[src/design/aprt_defs.vh]
// register offsets, field positions, reset values and codes for the audio port pin routing block
`ifndef APRT_DEFS_VH
`define APRT_DEFS_VH
// register indices (printed offsets are not all multiples of four; byte address = index * 4)
`define APRT_IDX_ROUTING_TWO 8'h11
`define APRT_IDX_ROUTING_THREE 8'h12
`define APRT_IDX_ROUTING_FIVE 8'h14
`define APRT_IDX_PORT_CONFIG_ZERO 8'h18
`define APRT_IDX_PORT_CONFIG_ONE 8'h19
`define APRT_IDX_SOFT_CONTROL 8'h1c
`define APRT_IDX_STATUS 8'h1d
// reset values
`define APRT_RST_ROUTING_TWO 8'h80
`define APRT_RST_ROUTING_THREE 8'h00
`define APRT_RST_ROUTING_FIVE 8'h00
`define APRT_RST_PORT_CONFIG_ZERO 8'h40
`define APRT_RST_PORT_CONFIG_ONE 8'h00
`define APRT_RST_SOFT_CONTROL 8'h00
// writable bit masks (reserved read-only bits stay zero)
`define APRT_WMASK_ROUTING_TWO 8'hfe
`define APRT_WMASK_ROUTING_THREE 8'hfc
`define APRT_WMASK_ROUTING_FIVE 8'hff
`define APRT_WMASK_PORT_CONFIG_ZERO 8'hff
`define APRT_WMASK_PORT_CONFIG_ONE 8'hfe
`define APRT_WMASK_SOFT_CONTROL 8'h01
// field positions
`define APRT_BIT_PRIMARY_INPUT_ACCEPT 7
`define APRT_SYNC_SRC_HI 6
`define APRT_SYNC_SRC_LO 4
`define APRT_BCLK_SRC_HI 3
`define APRT_BCLK_SRC_LO 1
`define APRT_IN1_SRC_HI 7
`define APRT_IN1_SRC_LO 5
`define APRT_IN2_SRC_HI 4
`define APRT_IN2_SRC_LO 2
`define APRT_PD_SRC_HI 3
`define APRT_PD_SRC_LO 2
`define APRT_BIT_POWER_LIMITER 1
`define APRT_BIT_GAIN_FEATURE 0
`define APRT_BIT_PRIMARY_OFF 7
`define APRT_BIT_SECONDARY_OFF 6
`define APRT_BIT_FOLLOWS_PRIMARY 5
`define APRT_DAISY_EN_HI 4
`define APRT_DAISY_EN_LO 3
`define APRT_DAISY_IN_HI 2
`define APRT_DAISY_IN_LO 0
`define APRT_BIT_DAISY_DIR 3
`define APRT_BIT_SOFT_POWERDOWN 0
// source selection codes
`define APRT_SRC_OFF 3'h0
`define APRT_SRC_PIN_ONE 3'h1
`define APRT_SRC_PIN_TWO 3'h2
`define APRT_SRC_INPUT_ONLY 3'h3
`define APRT_SRC_DATA_OUT_PIN 3'h4
`define APRT_SRC_PRIMARY 3'h5
// daisy chain modes
`define APRT_DAISY_OFF 2'h0
`define APRT_DAISY_PRIMARY 2'h1
`define APRT_DAISY_SECONDARY 2'h2
`endif

[src/design/aprt_pin_routing.v]
// audio port pin routing: apb register file and secondary port / daisy / power-down muxing
`include "aprt_defs.vh"

// Function
// - primary data input accept bit, resets one
// - secondary sync source select, five picks primary
// - secondary bit clock source select field
// - secondary first data input source select
// - secondary second data input, same encoding
// - power-down pin select field, zero disables
// - converter off if pin OR soft request
// - pin one drives power limiter when set
// - pin one drives gain feature when set
// - primary port off bit, resets enabled
// - secondary port off bit, resets disabled
// - secondary takes primary settings when ganged
// - daisy enable field picks chained port
// - daisy chain input pin select field
// - data out pin carries daisy output
module aprt_pin_routing (
    input wire pclk, // apb clock, 50 mhz
    input wire presetn, // async reset, active low
    input wire psel, // apb select
    input wire penable, // apb access phase
    input wire pwrite, // apb direction, high for write
    input wire [11:0] paddr, // apb byte address
    input wire [31:0] pwdata, // apb write data
    input wire [3:0] pstrb, // apb byte strobes
    output reg [31:0] prdata, // apb read data
    output reg pready, // apb ready
    output reg pslverr, // apb error for unmapped or partial write
    // host-side pins, not timed to pclk
    input wire multi_pin_one, // general pin one
    input wire multi_pin_two, // general pin two
    input wire input_only_pin, // general input-only pin
    input wire serial_data_out_in, // level seen on the data out pin when used as input
    input wire serial_data_in, // data in pin
    input wire primary_bitclock_pin, // primary port bit clock pin
    input wire primary_sync_pin, // primary port frame sync pin
    // internal port signals, all flops
    output reg primary_bitclock, // internal primary bit clock
    output reg primary_sync, // internal primary frame sync
    output reg primary_data, // internal primary data input
    output reg secondary_bitclock, // internal secondary bit clock
    output reg secondary_sync, // internal secondary frame sync
    output reg secondary_data, // internal secondary data input one
    output reg secondary_data2, // internal secondary data input two
    output reg daisy_input, // internal daisy chain input
    output reg daisy_out_on_dout, // data out pin carries daisy output
    output reg secondary_follows_primary, // secondary uses primary settings
    output reg converter_powerdown, // converter power-down request
    output reg power_limiter, // power limiter request from pin one
    output reg pin_gain_feature // gain feature request from pin one
);

    // ***********************************************
    // registers and synchronisers
    // ***********************************************
    reg [7:0] iface_routing_two; // input accept, sync and clock sources
    reg [7:0] iface_routing_three; // data input sources
    reg [7:0] iface_routing_five; // power-down, limiter, gain feature
    reg [7:0] port_config_zero; // port off bits, gang, daisy
    reg [7:0] port_config_one; // daisy direction
    reg [7:0] soft_control; // software power-down

    // synchroniser vectors, one bit per pin
    reg [6:0] sync_a; // first stage, read only by second stage
    reg [6:0] sync_b; // second stage, safe for logic

    // pin order within the synchroniser vectors
    // status reads them in this order
    wire [6:0] pins_raw;
    assign pins_raw = {primary_sync_pin, primary_bitclock_pin, serial_data_in, serial_data_out_in,
                       input_only_pin, multi_pin_two, multi_pin_one};
    wire s_one = sync_b[0];
    wire s_two = sync_b[1];
    wire s_gpi = sync_b[2];
    wire s_dout = sync_b[3];
    wire s_din = sync_b[4];
    wire s_pbclk = sync_b[5];
    wire s_psync = sync_b[6];

    // ***********************************************
    // source selection function
    // ***********************************************
    // one decoder for every 3-bit source field; reserved codes give the inactive level
    // pin_dout is tied low where no data out code exists
    // one function keeps the five muxes alike
    function aprt_pick;
        input [2:0] code;
        input pin_one, pin_two, pin_gpi, pin_dout, prim;
        begin
            if (code == `APRT_SRC_PIN_ONE) begin
                aprt_pick = pin_one;
            end else if (code == `APRT_SRC_PIN_TWO) begin
                aprt_pick = pin_two;
            end else if (code == `APRT_SRC_INPUT_ONLY) begin
                aprt_pick = pin_gpi;
            end else if (code == `APRT_SRC_DATA_OUT_PIN) begin
                aprt_pick = pin_dout;
            end else if (code == `APRT_SRC_PRIMARY) begin
                aprt_pick = prim;
            end else begin
                aprt_pick = 1'b0;
            end
        end
    endfunction

    // every pin passes two flops before any logic sees it
    // pins are not timed to pclk; stage two hides metastability
    // nothing but sync_b reads sync_a
    always @(posedge pclk or negedge presetn) begin
        if (!presetn) begin
            sync_a <= 7'h00;
            sync_b <= 7'h00;
        end else begin
            sync_a <= pins_raw;
            sync_b <= sync_a;
        end
    end

    // ***********************************************
    // apb slave
    // ***********************************************

    // paddr[1:0] is ignored; one aligned word per register
    wire [9:0] word_index = paddr[11:2]; // register index
    wire setup_phase = psel && !penable; // answer is prepared here
    wire full_write = (pstrb[0] == 1'b1); // byte lane zero carries the register
    reg hit; // decoded index is mapped
    reg [7:0] read_value; // value of decoded register

    // address decode for reads and hit detection
    // a write to status is taken and changes nothing
    always @* begin
        hit = 1'b1;
        read_value = 8'h00;
        if (word_index == {2'h0, `APRT_IDX_ROUTING_TWO}) begin
            read_value = iface_routing_two;
        end else if (word_index == {2'h0, `APRT_IDX_ROUTING_THREE}) begin
            read_value = iface_routing_three;
        end else if (word_index == {2'h0, `APRT_IDX_ROUTING_FIVE}) begin
            read_value = iface_routing_five;
        end else if (word_index == {2'h0, `APRT_IDX_PORT_CONFIG_ZERO}) begin
            read_value = port_config_zero;
        end else if (word_index == {2'h0, `APRT_IDX_PORT_CONFIG_ONE}) begin
            read_value = port_config_one;
        end else if (word_index == {2'h0, `APRT_IDX_SOFT_CONTROL}) begin
            read_value = soft_control;
        end else if (word_index == {2'h0, `APRT_IDX_STATUS}) begin
            read_value = {1'b0, sync_b}; // live synchronised pin levels
        end else begin
            hit = 1'b0;
        end
    end

    // no wait state: ready rises in the first access cycle, so every access takes two cycles
    // prdata holds until the next setup
    // the error flag only ever pulses with ready
    always @(posedge pclk or negedge presetn) begin
        if (!presetn) begin
            pready <= 1'b0;
            prdata <= 32'h0000_0000;
            pslverr <= 1'b0;
        end else begin
            pready <= setup_phase;
            pslverr <= setup_phase && (!hit || (pwrite && !full_write));
            if (setup_phase && !pwrite && hit) begin
                prdata <= {24'h00_0000, read_value};
            end else if (setup_phase) begin
                prdata <= 32'h0000_0000;
            end
        end
    end

    // writes land at the completing edge; a partial write is refused so fields change only whole
    // upper byte lanes carry no register bits
    wire do_write = psel && penable && pready && pwrite && hit && full_write;
    always @(posedge pclk or negedge presetn) begin
        if (!presetn) begin
            // primary on, secondary off, input accepted
            iface_routing_two <= `APRT_RST_ROUTING_TWO;
            iface_routing_three <= `APRT_RST_ROUTING_THREE;
            iface_routing_five <= `APRT_RST_ROUTING_FIVE;
            port_config_zero <= `APRT_RST_PORT_CONFIG_ZERO;
            port_config_one <= `APRT_RST_PORT_CONFIG_ONE;
            soft_control <= `APRT_RST_SOFT_CONTROL;
        end else if (do_write) begin
            // read-only reserved bits are masked; reserved codes are stored but decode inactive
            // read-back shows what software wrote
            if (word_index == {2'h0, `APRT_IDX_ROUTING_TWO}) begin
                iface_routing_two <= pwdata[7:0] & `APRT_WMASK_ROUTING_TWO;
            end else if (word_index == {2'h0, `APRT_IDX_ROUTING_THREE}) begin
                iface_routing_three <= pwdata[7:0] & `APRT_WMASK_ROUTING_THREE;
            end else if (word_index == {2'h0, `APRT_IDX_ROUTING_FIVE}) begin
                iface_routing_five <= pwdata[7:0] & `APRT_WMASK_ROUTING_FIVE;
            end else if (word_index == {2'h0, `APRT_IDX_PORT_CONFIG_ZERO}) begin
                port_config_zero <= pwdata[7:0] & `APRT_WMASK_PORT_CONFIG_ZERO;
            end else if (word_index == {2'h0, `APRT_IDX_PORT_CONFIG_ONE}) begin
                port_config_one <= pwdata[7:0] & `APRT_WMASK_PORT_CONFIG_ONE;
            end else if (word_index == {2'h0, `APRT_IDX_SOFT_CONTROL}) begin
                soft_control <= pwdata[7:0] & `APRT_WMASK_SOFT_CONTROL;
            end
        end
    end

    // ***********************************************
    // routing decode
    // ***********************************************
    // fields come from registers only,
    // so they are stable between writes
    wire [2:0] sync_src = iface_routing_two[`APRT_SYNC_SRC_HI:`APRT_SYNC_SRC_LO];
    wire [2:0] bclk_src = iface_routing_two[`APRT_BCLK_SRC_HI:`APRT_BCLK_SRC_LO];
    wire [2:0] in1_src = iface_routing_three[`APRT_IN1_SRC_HI:`APRT_IN1_SRC_LO];
    wire [2:0] in2_src = iface_routing_three[`APRT_IN2_SRC_HI:`APRT_IN2_SRC_LO];
    wire [1:0] pd_src = iface_routing_five[`APRT_PD_SRC_HI:`APRT_PD_SRC_LO];
    wire [1:0] daisy_mode = port_config_zero[`APRT_DAISY_EN_HI:`APRT_DAISY_EN_LO];
    wire [2:0] daisy_src = port_config_zero[`APRT_DAISY_IN_HI:`APRT_DAISY_IN_LO];

    // a daisy chain on one port takes the other port away
    // reserved daisy code three means no daisy
    // source zero on sync or clock turns secondary off
    wire primary_live = !port_config_zero[`APRT_BIT_PRIMARY_OFF]
        && (daisy_mode != `APRT_DAISY_SECONDARY);
    wire secondary_live = !port_config_zero[`APRT_BIT_SECONDARY_OFF]
        && (daisy_mode != `APRT_DAISY_PRIMARY)
        && (sync_src != `APRT_SRC_OFF) && (bclk_src != `APRT_SRC_OFF);
    // the data input also needs its accept bit
    wire primary_din_live = primary_live && iface_routing_two[`APRT_BIT_PRIMARY_INPUT_ACCEPT];
    // daisy runs on one port at a time
    wire daisy_live = (daisy_mode == `APRT_DAISY_PRIMARY) || (daisy_mode == `APRT_DAISY_SECONDARY);

    // power-down pin pick, two-bit field reuses the same pin codes
    // all four codes of this field are legal
    reg pd_pin;
    always @* begin
        case (pd_src)
            2'h1: pd_pin = s_one;
            2'h2: pd_pin = s_two;
            2'h3: pd_pin = s_gpi;
            default: pd_pin = 1'b0;
        endcase
    end

    // daisy input: code five is the data in pin, code four is reserved
    // code four must stay low in this field
    wire daisy_pick = (daisy_src == `APRT_SRC_DATA_OUT_PIN) ? 1'b0
        : aprt_pick(daisy_src, s_one, s_two, s_gpi, 1'b0, s_din);

    // ***********************************************
    // registered outputs
    // ***********************************************
    // all routing outputs are flops fed from synchronised pins or registers, so a routing change can only
    // switch on a clock edge; no combinational mux glitch reaches the internal clocks
    // latency: pin to output is three edges,
    // register write to output is one edge
    // limitation: a pin clock must stay well
    // below half of pclk or edges are lost
    // trade-off: latency for glitch-free switching
    always @(posedge pclk or negedge presetn) begin
        if (!presetn) begin
            primary_bitclock <= 1'b0;
            primary_sync <= 1'b0;
            primary_data <= 1'b0;
            secondary_bitclock <= 1'b0;
            secondary_sync <= 1'b0;
            secondary_data <= 1'b0;
            secondary_data2 <= 1'b0;
            daisy_input <= 1'b0;
            daisy_out_on_dout <= 1'b0;
            secondary_follows_primary <= 1'b0;
            converter_powerdown <= 1'b0;
            power_limiter <= 1'b0;
            pin_gain_feature <= 1'b0;
        end else begin
            // disabled port or source holds the inactive low level
            // primary port follows its own pins
            primary_bitclock <= primary_live ? s_pbclk : 1'b0;
            primary_sync <= primary_live ? s_psync : 1'b0;
            primary_data <= primary_din_live ? s_din : 1'b0;
            // secondary inputs go through their fields
            secondary_sync <= secondary_live
                ? aprt_pick(sync_src, s_one, s_two, s_gpi, 1'b0, s_psync) : 1'b0;
            secondary_bitclock <= secondary_live
                ? aprt_pick(bclk_src, s_one, s_two, s_gpi, 1'b0, s_pbclk) : 1'b0;
            secondary_data <= secondary_live
                ? aprt_pick(in1_src, s_one, s_two, s_gpi, s_dout, s_din) : 1'b0;
            secondary_data2 <= secondary_live
                ? aprt_pick(in2_src, s_one, s_two, s_gpi, s_dout, s_din) : 1'b0;
            // daisy, gang and power functions
            daisy_input <= daisy_live ? daisy_pick : 1'b0;
            daisy_out_on_dout <= daisy_live && port_config_one[`APRT_BIT_DAISY_DIR];
            secondary_follows_primary <= port_config_zero[`APRT_BIT_FOLLOWS_PRIMARY];
            converter_powerdown <= pd_pin || soft_control[`APRT_BIT_SOFT_POWERDOWN];
            power_limiter <= iface_routing_five[`APRT_BIT_POWER_LIMITER] && s_one;
            pin_gain_feature <= iface_routing_five[`APRT_BIT_GAIN_FEATURE] && s_one;
        end
    end

endmodule // aprt_pin_routing

[config.mk]
export PLATFORM = sky130hd
export DESIGN_NAME = aprt_pin_routing
export DESIGN_NICKNAME = d
export VERILOG_FILES = /design/src/design/aprt_pin_routing.v
export VERILOG_INCLUDE_DIRS = /design/src /design/src/design
export SDC_FILE = /design/constraint.sdc
export NUM_CORES = 1
export LEC_CHECK = 0
export BUFFER_PORTS_ARGS = -buffer_cell sky130_fd_sc_hd__buf_2
export CAP_MARGIN = 25
export CORE_MARGIN = 2
export CORE_UTILIZATION = 44
export DETAILED_ROUTE_END_ITERATION = 16
export GPL_ROUTABILITY_DRIVEN = 0
export HOLD_SLACK_MARGIN = 0.02
export PLACE_DENSITY = 0.82
export SLEW_MARGIN = 10
export SYNTH_ARGS = -nofsm -noshare
export SYNTH_HDL_FRONTEND = slang
export SYNTH_SLANG_ARGS = --single-unit
[constraint.sdc]
create_clock -name pclk -period 4.4 [get_ports pclk]
set_input_delay 0.66 -clock pclk [delete_from_list [all_inputs] [get_ports pclk]]
set_output_delay 0.66 -clock pclk [all_outputs]
set_load 0.02 [all_outputs]
* Yosys cells after proc, flatten, opt, wreduce, memory -nomap -nowiden *
Index checks and enable logic that the tools add are counted.

word-level totals
  input bits = 60
  register bits after elaboration = 98
  logic and storage cells = 154

cells by class
  eq/ne operators = 39
  bitwise operators = 5
  reductions and logical operators = 36
  mux-type cells = 50

operators by type and width
  kind                   count
  $eq A10 B5 Y1 const B  7
  $mux W32               2
  $mux W1                40
  $mux W8                5
  $eq A3 B2 Y1 const B   10
  $eq A3 B3 Y1 const B   10
  $logic_and A1 B1 Y1    18
  $eq A3 B1 Y1 const B   5
  $mux W7                2
  $reduce_and A7 Y1      1
  $eq A2 B2 Y1 const B   3
  $logic_not A1 Y1       6
  $reduce_and A6 Y1      1
  $reduce_bool A3 Y1     2
  $not A1 Y1             5
  $reduce_and A5 Y1      1
  $eq A2 B1 Y1 const B   2
  $reduce_and A4 Y1      1
  $logic_or A1 B1 Y1     3
  $pmux W1 S3            1
  $reduce_and A3 Y1      1
  $ne A2 B1 Y1 const B   1
  $ne A2 B2 Y1 const B   1
  $reduce_and A2 Y1      1
  $reduce_bool A2 Y1     1

* Logic depth before layout (Yosys ltp) *
  word-level depth = 11
  depth in mapped cells = 6
  gate-level depth less buffers = 5

* Worst setup path after synthesis *
OpenSTA, ideal clock, no wires.

  path kind = input-to-reg
  start = input port paddr[11]
  end = register port_config_one[1]
  cell stages on the path = 5
  required time = 4.275 ns
  path slack = 1.750 ns
  path buffers = 1
  library setup time = 0.125 ns
  arrival time = 2.525 ns
  cells stage by stage = or4_4 > or4_4 > or3_1 > buf_6 > mux2_4

between the ends
  cells in the longest elaborated chain, start to end = 11

ends and longest elaborated chain
  element                                 line                    source
  start: declaration                      aprt_pin_routing.v:26   input wire [11:0] paddr,
  $eq A10 B5 Y1                           aprt_pin_routing.v:150  end else if (word_index == {2'h0, `APRT_IDX_STATUS}) begin
  $mux W1                                 aprt_pin_routing.v:150
  $mux W1                                 aprt_pin_routing.v:148  end else if (word_index == {2'h0, `APRT_IDX_SOFT_CONTROL}) begin
  $mux W1                                 aprt_pin_routing.v:146  end else if (word_index == {2'h0, `APRT_IDX_PORT_CONFIG_ONE}) begin
  $mux W1                                 aprt_pin_routing.v:144  end else if (word_index == {2'h0, `APRT_IDX_PORT_CONFIG_ZERO}) begin
  $mux W1                                 aprt_pin_routing.v:142  end else if (word_index == {2'h0, `APRT_IDX_ROUTING_FIVE}) begin
  $mux W1                                 aprt_pin_routing.v:140  end else if (word_index == {2'h0, `APRT_IDX_ROUTING_THREE}) begin
  $mux W1                                 aprt_pin_routing.v:138  if (word_index == {2'h0, `APRT_IDX_ROUTING_TWO}) begin
  $logic_and A1 B1 Y1 (2 in a row)        aprt_pin_routing.v:178  wire do_write = psel && penable && pready && pwrite && hit && full_write;
  $reduce_and A6 Y1 (no source line) (*)  -
  end signal: assignment                  aprt_pin_routing.v:186  port_config_one <= `APRT_RST_PORT_CONFIG_ONE;
  end signal: assignment                  aprt_pin_routing.v:200  port_config_one <= pwdata[7:0] & `APRT_WMASK_PORT_CONFIG_ONE;
  end: declaration                        aprt_pin_routing.v:63   reg [7:0] port_config_one;

Every way passes the cells marked *; elsewhere a longest branch is shown, timed or not.
A chain may end at the register's enable or synchronous reset.

* Worst setup path in the final report *
  start = input port paddr[11]
  end = register port_config_one[2]

Same word-level chain as after synthesis.

==> impl_metrics.yaml <==
placement:
  detailed_place_hpwl_um: 5463
  instance_area_after_placement_um2: 3750
  portBuffers: 53
synthesis:
  synth_sequential_area_ratio_pct: 53.21
  syn_inst: 300
  fraction_of_synthesis_flops_using_an_asynchronous_set_or_reset_pin_pct: 100.0
  postSynthRegisterBits: 74
  ys.warnings.count: 0
  netlist-cell-type-count: 44
  synth.cell_area_um2: 3485
  dominantRegCellSynth: "sky130_fd_sc_hd__dfrtp_1"
  syn-mean-instance-area_um2: 11.62
  synth_edf_count: 0
cells_and_area:
  n_fill_cell: 687
  finish.net_count: 417
  antennaDiodeCount: 0
  final_layout_size_suffix_gt1_share_pct: 32.78
  finish.instance_area_um2: 4001
  area_delta_synth_final_pct: 14.83
cts:
  cts-resized-gates: 0
  clock_sink_count: 74
  skew_pair_late_insertion_delay_ps: 360
  cts_hold_buf: 0
  cts.clk_slew.worst_paths_ps: 70
  postCtsSetupRepairBufs: 0
  cts_htree_levels: 3
  cts.root.buffer_cell: "sky130_fd_sc_hd__clkbuf_8"
  tritoncts_clock_tree: "built"
  clk_path_buf_depth: 2
  cts_made_buffers: 9
worst_hold_path:
  hold_path_class: "register to register"
  whs_endpoint: "sync_b[6]"
  hold_start: "sync_a[6]"
  min_delay_path_depth: 0
die:
  die_area_um2: 8647
  die-height_um: 92.99
  die_width_um: 92.99
  floorplan.initialDensity_pct: 45.33
  boundaryPins: 107
  core_region_area_um2: 7687
  placementRows: 32
worst_setup_path:
  criticalPathCategory: "input pin to register"
  critical_path.reg2reg.endpoint: "port_config_one[2]"
  critPathLaunchType: "input pin"
  max_stage_delay_ps: 600
  critical_path.slowest_cell: "sky130_fd_sc_hd__or3_1"
  reg2regPathDepth: 4
  endpoint_kind: "register"
  critical_path.most_common_cell: "sky130_fd_sc_hd__or4_4"
  worst_flop_to_flop_path_startpoint: "pready"
  reg2reg_setup_slack_ps: 2360
  critPathRequiredTime_ps: 4650
  arrival_ps: 2850
  timing.critical_path.cells: "buf_2 -> or4_4 -> or4_4 -> or3_1 -> mux2_4"
  crit_fanout: 7
sta:
  finalCriticalPeriod_ps: 2602
  max_clock_freq_ghz: 0.3843
  final.setup_skew_ps: 7.672
  timing.setup.tns_ps: 0
  slew_headroom_pct: 50.41
  setup_repair_after_global_routing_missed_its_margin: "no"
  slew_at_the_pin_closest_to_its_max_slew_limit_ps: 743.8
  hold_ws_ps: 350.3
  min_period_over_period_pct: 59.13
  final_max_slew_viol_count: 0
  final_hold_viol_count: 0
  timing.final.setup_violations: 0
global_routing:
  grt_util_all_layers_pct: 17.55
  global_route.overflow_total: 0
  grt_pass1_vias: 2265
  grt_max_degree: 41
  grt_first_pass_wirelength_um: 11480
  grt_antenna_before_repair: 0
route:
  met2_wirelength_um: 3564
  route.vias.total: 2415
  met3WireLength_um: 538
  vias_per_cell: 5.227
  route.detailed.wl_per_inst_um: 15.72
  route.top_layer_used: "met4"
  routedLengthMet1_um: 3089
  drt_first_pass_iters: 4
  drt_wl_total_um: 7263
  drc: 0
  detail_route.iter0.violations: 183
  postRouteAntennaNets: 0
power_and_ir_drop:
  cellLeakagePower_nw: 1.969
  power_per_cell_area_nw_per_um2: 357.2
  power.ir.vdd_worst_mv: 0.2080
run:
  maxCapViolCount: 0
outcome:
  run_status: "complete, no violations"
==> per-stage QoR <==
stage | util (%) | std cells | power (mW) | worst slack (ps)
2_1_floorplan | - | 323 | 0.7732 | 1750
3_3_place_gp | 48.78 | 446 | 0.7976 | 1431
3_5_place_dp | 48.78 | 446 | 0.8001 | 1429
4_1_cts | 52.05 | 462 | 1.443 | 1815
5_1_grt | 52.05 | 462 | 1.481 | 1712
6_report | 52.05 | 462 | 1.429 | 1798
==> state kept, by name, summed over array words and instances (netlist names), 6 cells and up <==
signal,flops
iface_routing_five,8
iface_routing_three,6
iface_routing_two,7
port_config_one,7
port_config_zero,8
prdata,8
sync_a,7
sync_b,7
==> cell families (layout without fill, tap and decap cells) <==
logic type,Yosys count,in the layout,synth area share (%)
buffers and inverters,45,82,7.648
AOI/OAI and AO/OA,55,55,10.16
other,1,24,0.1076
DFF,74,74,53.21
adders and majority gates,2,2,0.7180
muxes,52,52,17.09
and+or+nand+nor,71,71,11.06
==> report_power, final <==
part	switching, mW	internal [mW]	total [mW]	leakage, nW
combinational	0.0658	0.0246	0.0903	0.863
sequential	0.00816	0.688	0.697	0.988
clock	0.250	0.392	0.642	0.119
==> how the worst max path moves through the flow <==
| stage | from | endpoint | cells past startpoint |
|---|---|---|---|
| 2_1_floorplan | paddr[11] | port_config_one[1] | 5 |
| 3_3_place_gp | paddr[11] | iface_routing_five[4] | 6 |
| 3_5_place_dp | paddr[11] | iface_routing_five[1] | 6 |
| 4_1_cts | paddr[11] | iface_routing_five[0] | 6 |
| 5_1_grt | paddr[2] | prdata[4] | 6 |
| 6_report | paddr[11] | port_config_one[2] | 5 |
==> Yosys cell counts, types with 2 or more instances <==
master	instances	area (um2)
sky130_fd_sc_hd__mux2_2	32	360.4
sky130_fd_sc_hd__a21oi_1	11	55.05
sky130_fd_sc_hd__nor2_2	2	12.51
sky130_fd_sc_hd__o21ai_0	10	50.05
sky130_fd_sc_hd__ha_1	2	25.02
sky130_fd_sc_hd__a2111oi_0	3	26.28
sky130_fd_sc_hd__nand2b_1	6	37.54
sky130_fd_sc_hd__nor2b_1	3	18.77
sky130_fd_sc_hd__o221ai_1	2	17.52
sky130_fd_sc_hd__dfrtp_1	72	1802
sky130_fd_sc_hd__mux2i_1	13	130.1
sky130_fd_sc_hd__nand2_1	12	45.04
sky130_fd_sc_hd__o22ai_1	8	50.05
sky130_fd_sc_hd__or3_1	2	12.51
sky130_fd_sc_hd__buf_4	24	180.2
sky130_fd_sc_hd__or4_4	2	22.52
sky130_fd_sc_hd__nor3_1	11	55.05
sky130_fd_sc_hd__nand3_1	3	15.01
sky130_fd_sc_hd__clkbuf_1	7	26.28
sky130_fd_sc_hd__a21boi_0	4	30.03
sky130_fd_sc_hd__and2_1	6	37.54
sky130_fd_sc_hd__a31oi_1	4	25.02
sky130_fd_sc_hd__nor2_1	16	60.06
sky130_fd_sc_hd__inv_1	12	45.04
sky130_fd_sc_hd__dfstp_2	2	52.55
sky130_fd_sc_hd__and3_1	2	12.51
sky130_fd_sc_hd__mux2_4	7	105.1
sky130_fd_sc_hd__o31ai_1	2	15.01
sky130_fd_sc_hd__a22oi_1	5	37.54
==> critical path, delay by kind of cell <==
family / cells / cell delay [ps]
buffers and inverters: 1 / 90
and+or+nand+nor: 3 / 1700
muxes: 1 / 380
==> per-layer routing <==
metal / vias up / global-route usage, %
met5: - / 0
met4: 0 / 5.392
met3: 9 / 5.399
met2: 96 / 27.60
met1: 1166 / 23.51
li1: 1144 / -
==> cells in the final DEF, fill, tap and decap left out, drive strengths merged, types with 2 or more instances in the layout <==
| cell type | count |
|---|---|
| a2111oi | 3 |
| a21boi | 4 |
| a21oi | 11 |
| a22oi | 5 |
| a31oi | 4 |
| and2 | 6 |
| and3 | 2 |
| buf | 54 |
| bufinv | 3 |
| clkbuf | 10 |
| clkinvlp | 2 |
| conb | 24 |
| dfrtp | 72 |
| dfstp | 2 |
| ha | 2 |
| inv | 12 |
| mux2 | 39 |
| mux2i | 13 |
| nand2 | 12 |
| nand2b | 7 |
| nand3 | 3 |
| nor2 | 19 |
| nor2b | 3 |
| nor3 | 11 |
| o21ai | 11 |
| o221ai | 2 |
| o22ai | 8 |
| o31ai | 2 |
| or3 | 2 |
| or4 | 3 |
==> final cells by class <==
class,instances,area [um2],share of cell area [%]
Sequential cell,74,1854,46.34
Timing Repair Buffer,54,272.8,6.817
Multi-Input combinational cell,204,1450,36.24
Inverter,12,45.04,1.126
Tap cell,102,127.6,3.189
Clock inverter,6,113.9,2.846
Clock buffer,10,137.6,3.440
Note: power is estimated with default switching activity, not from simulation.
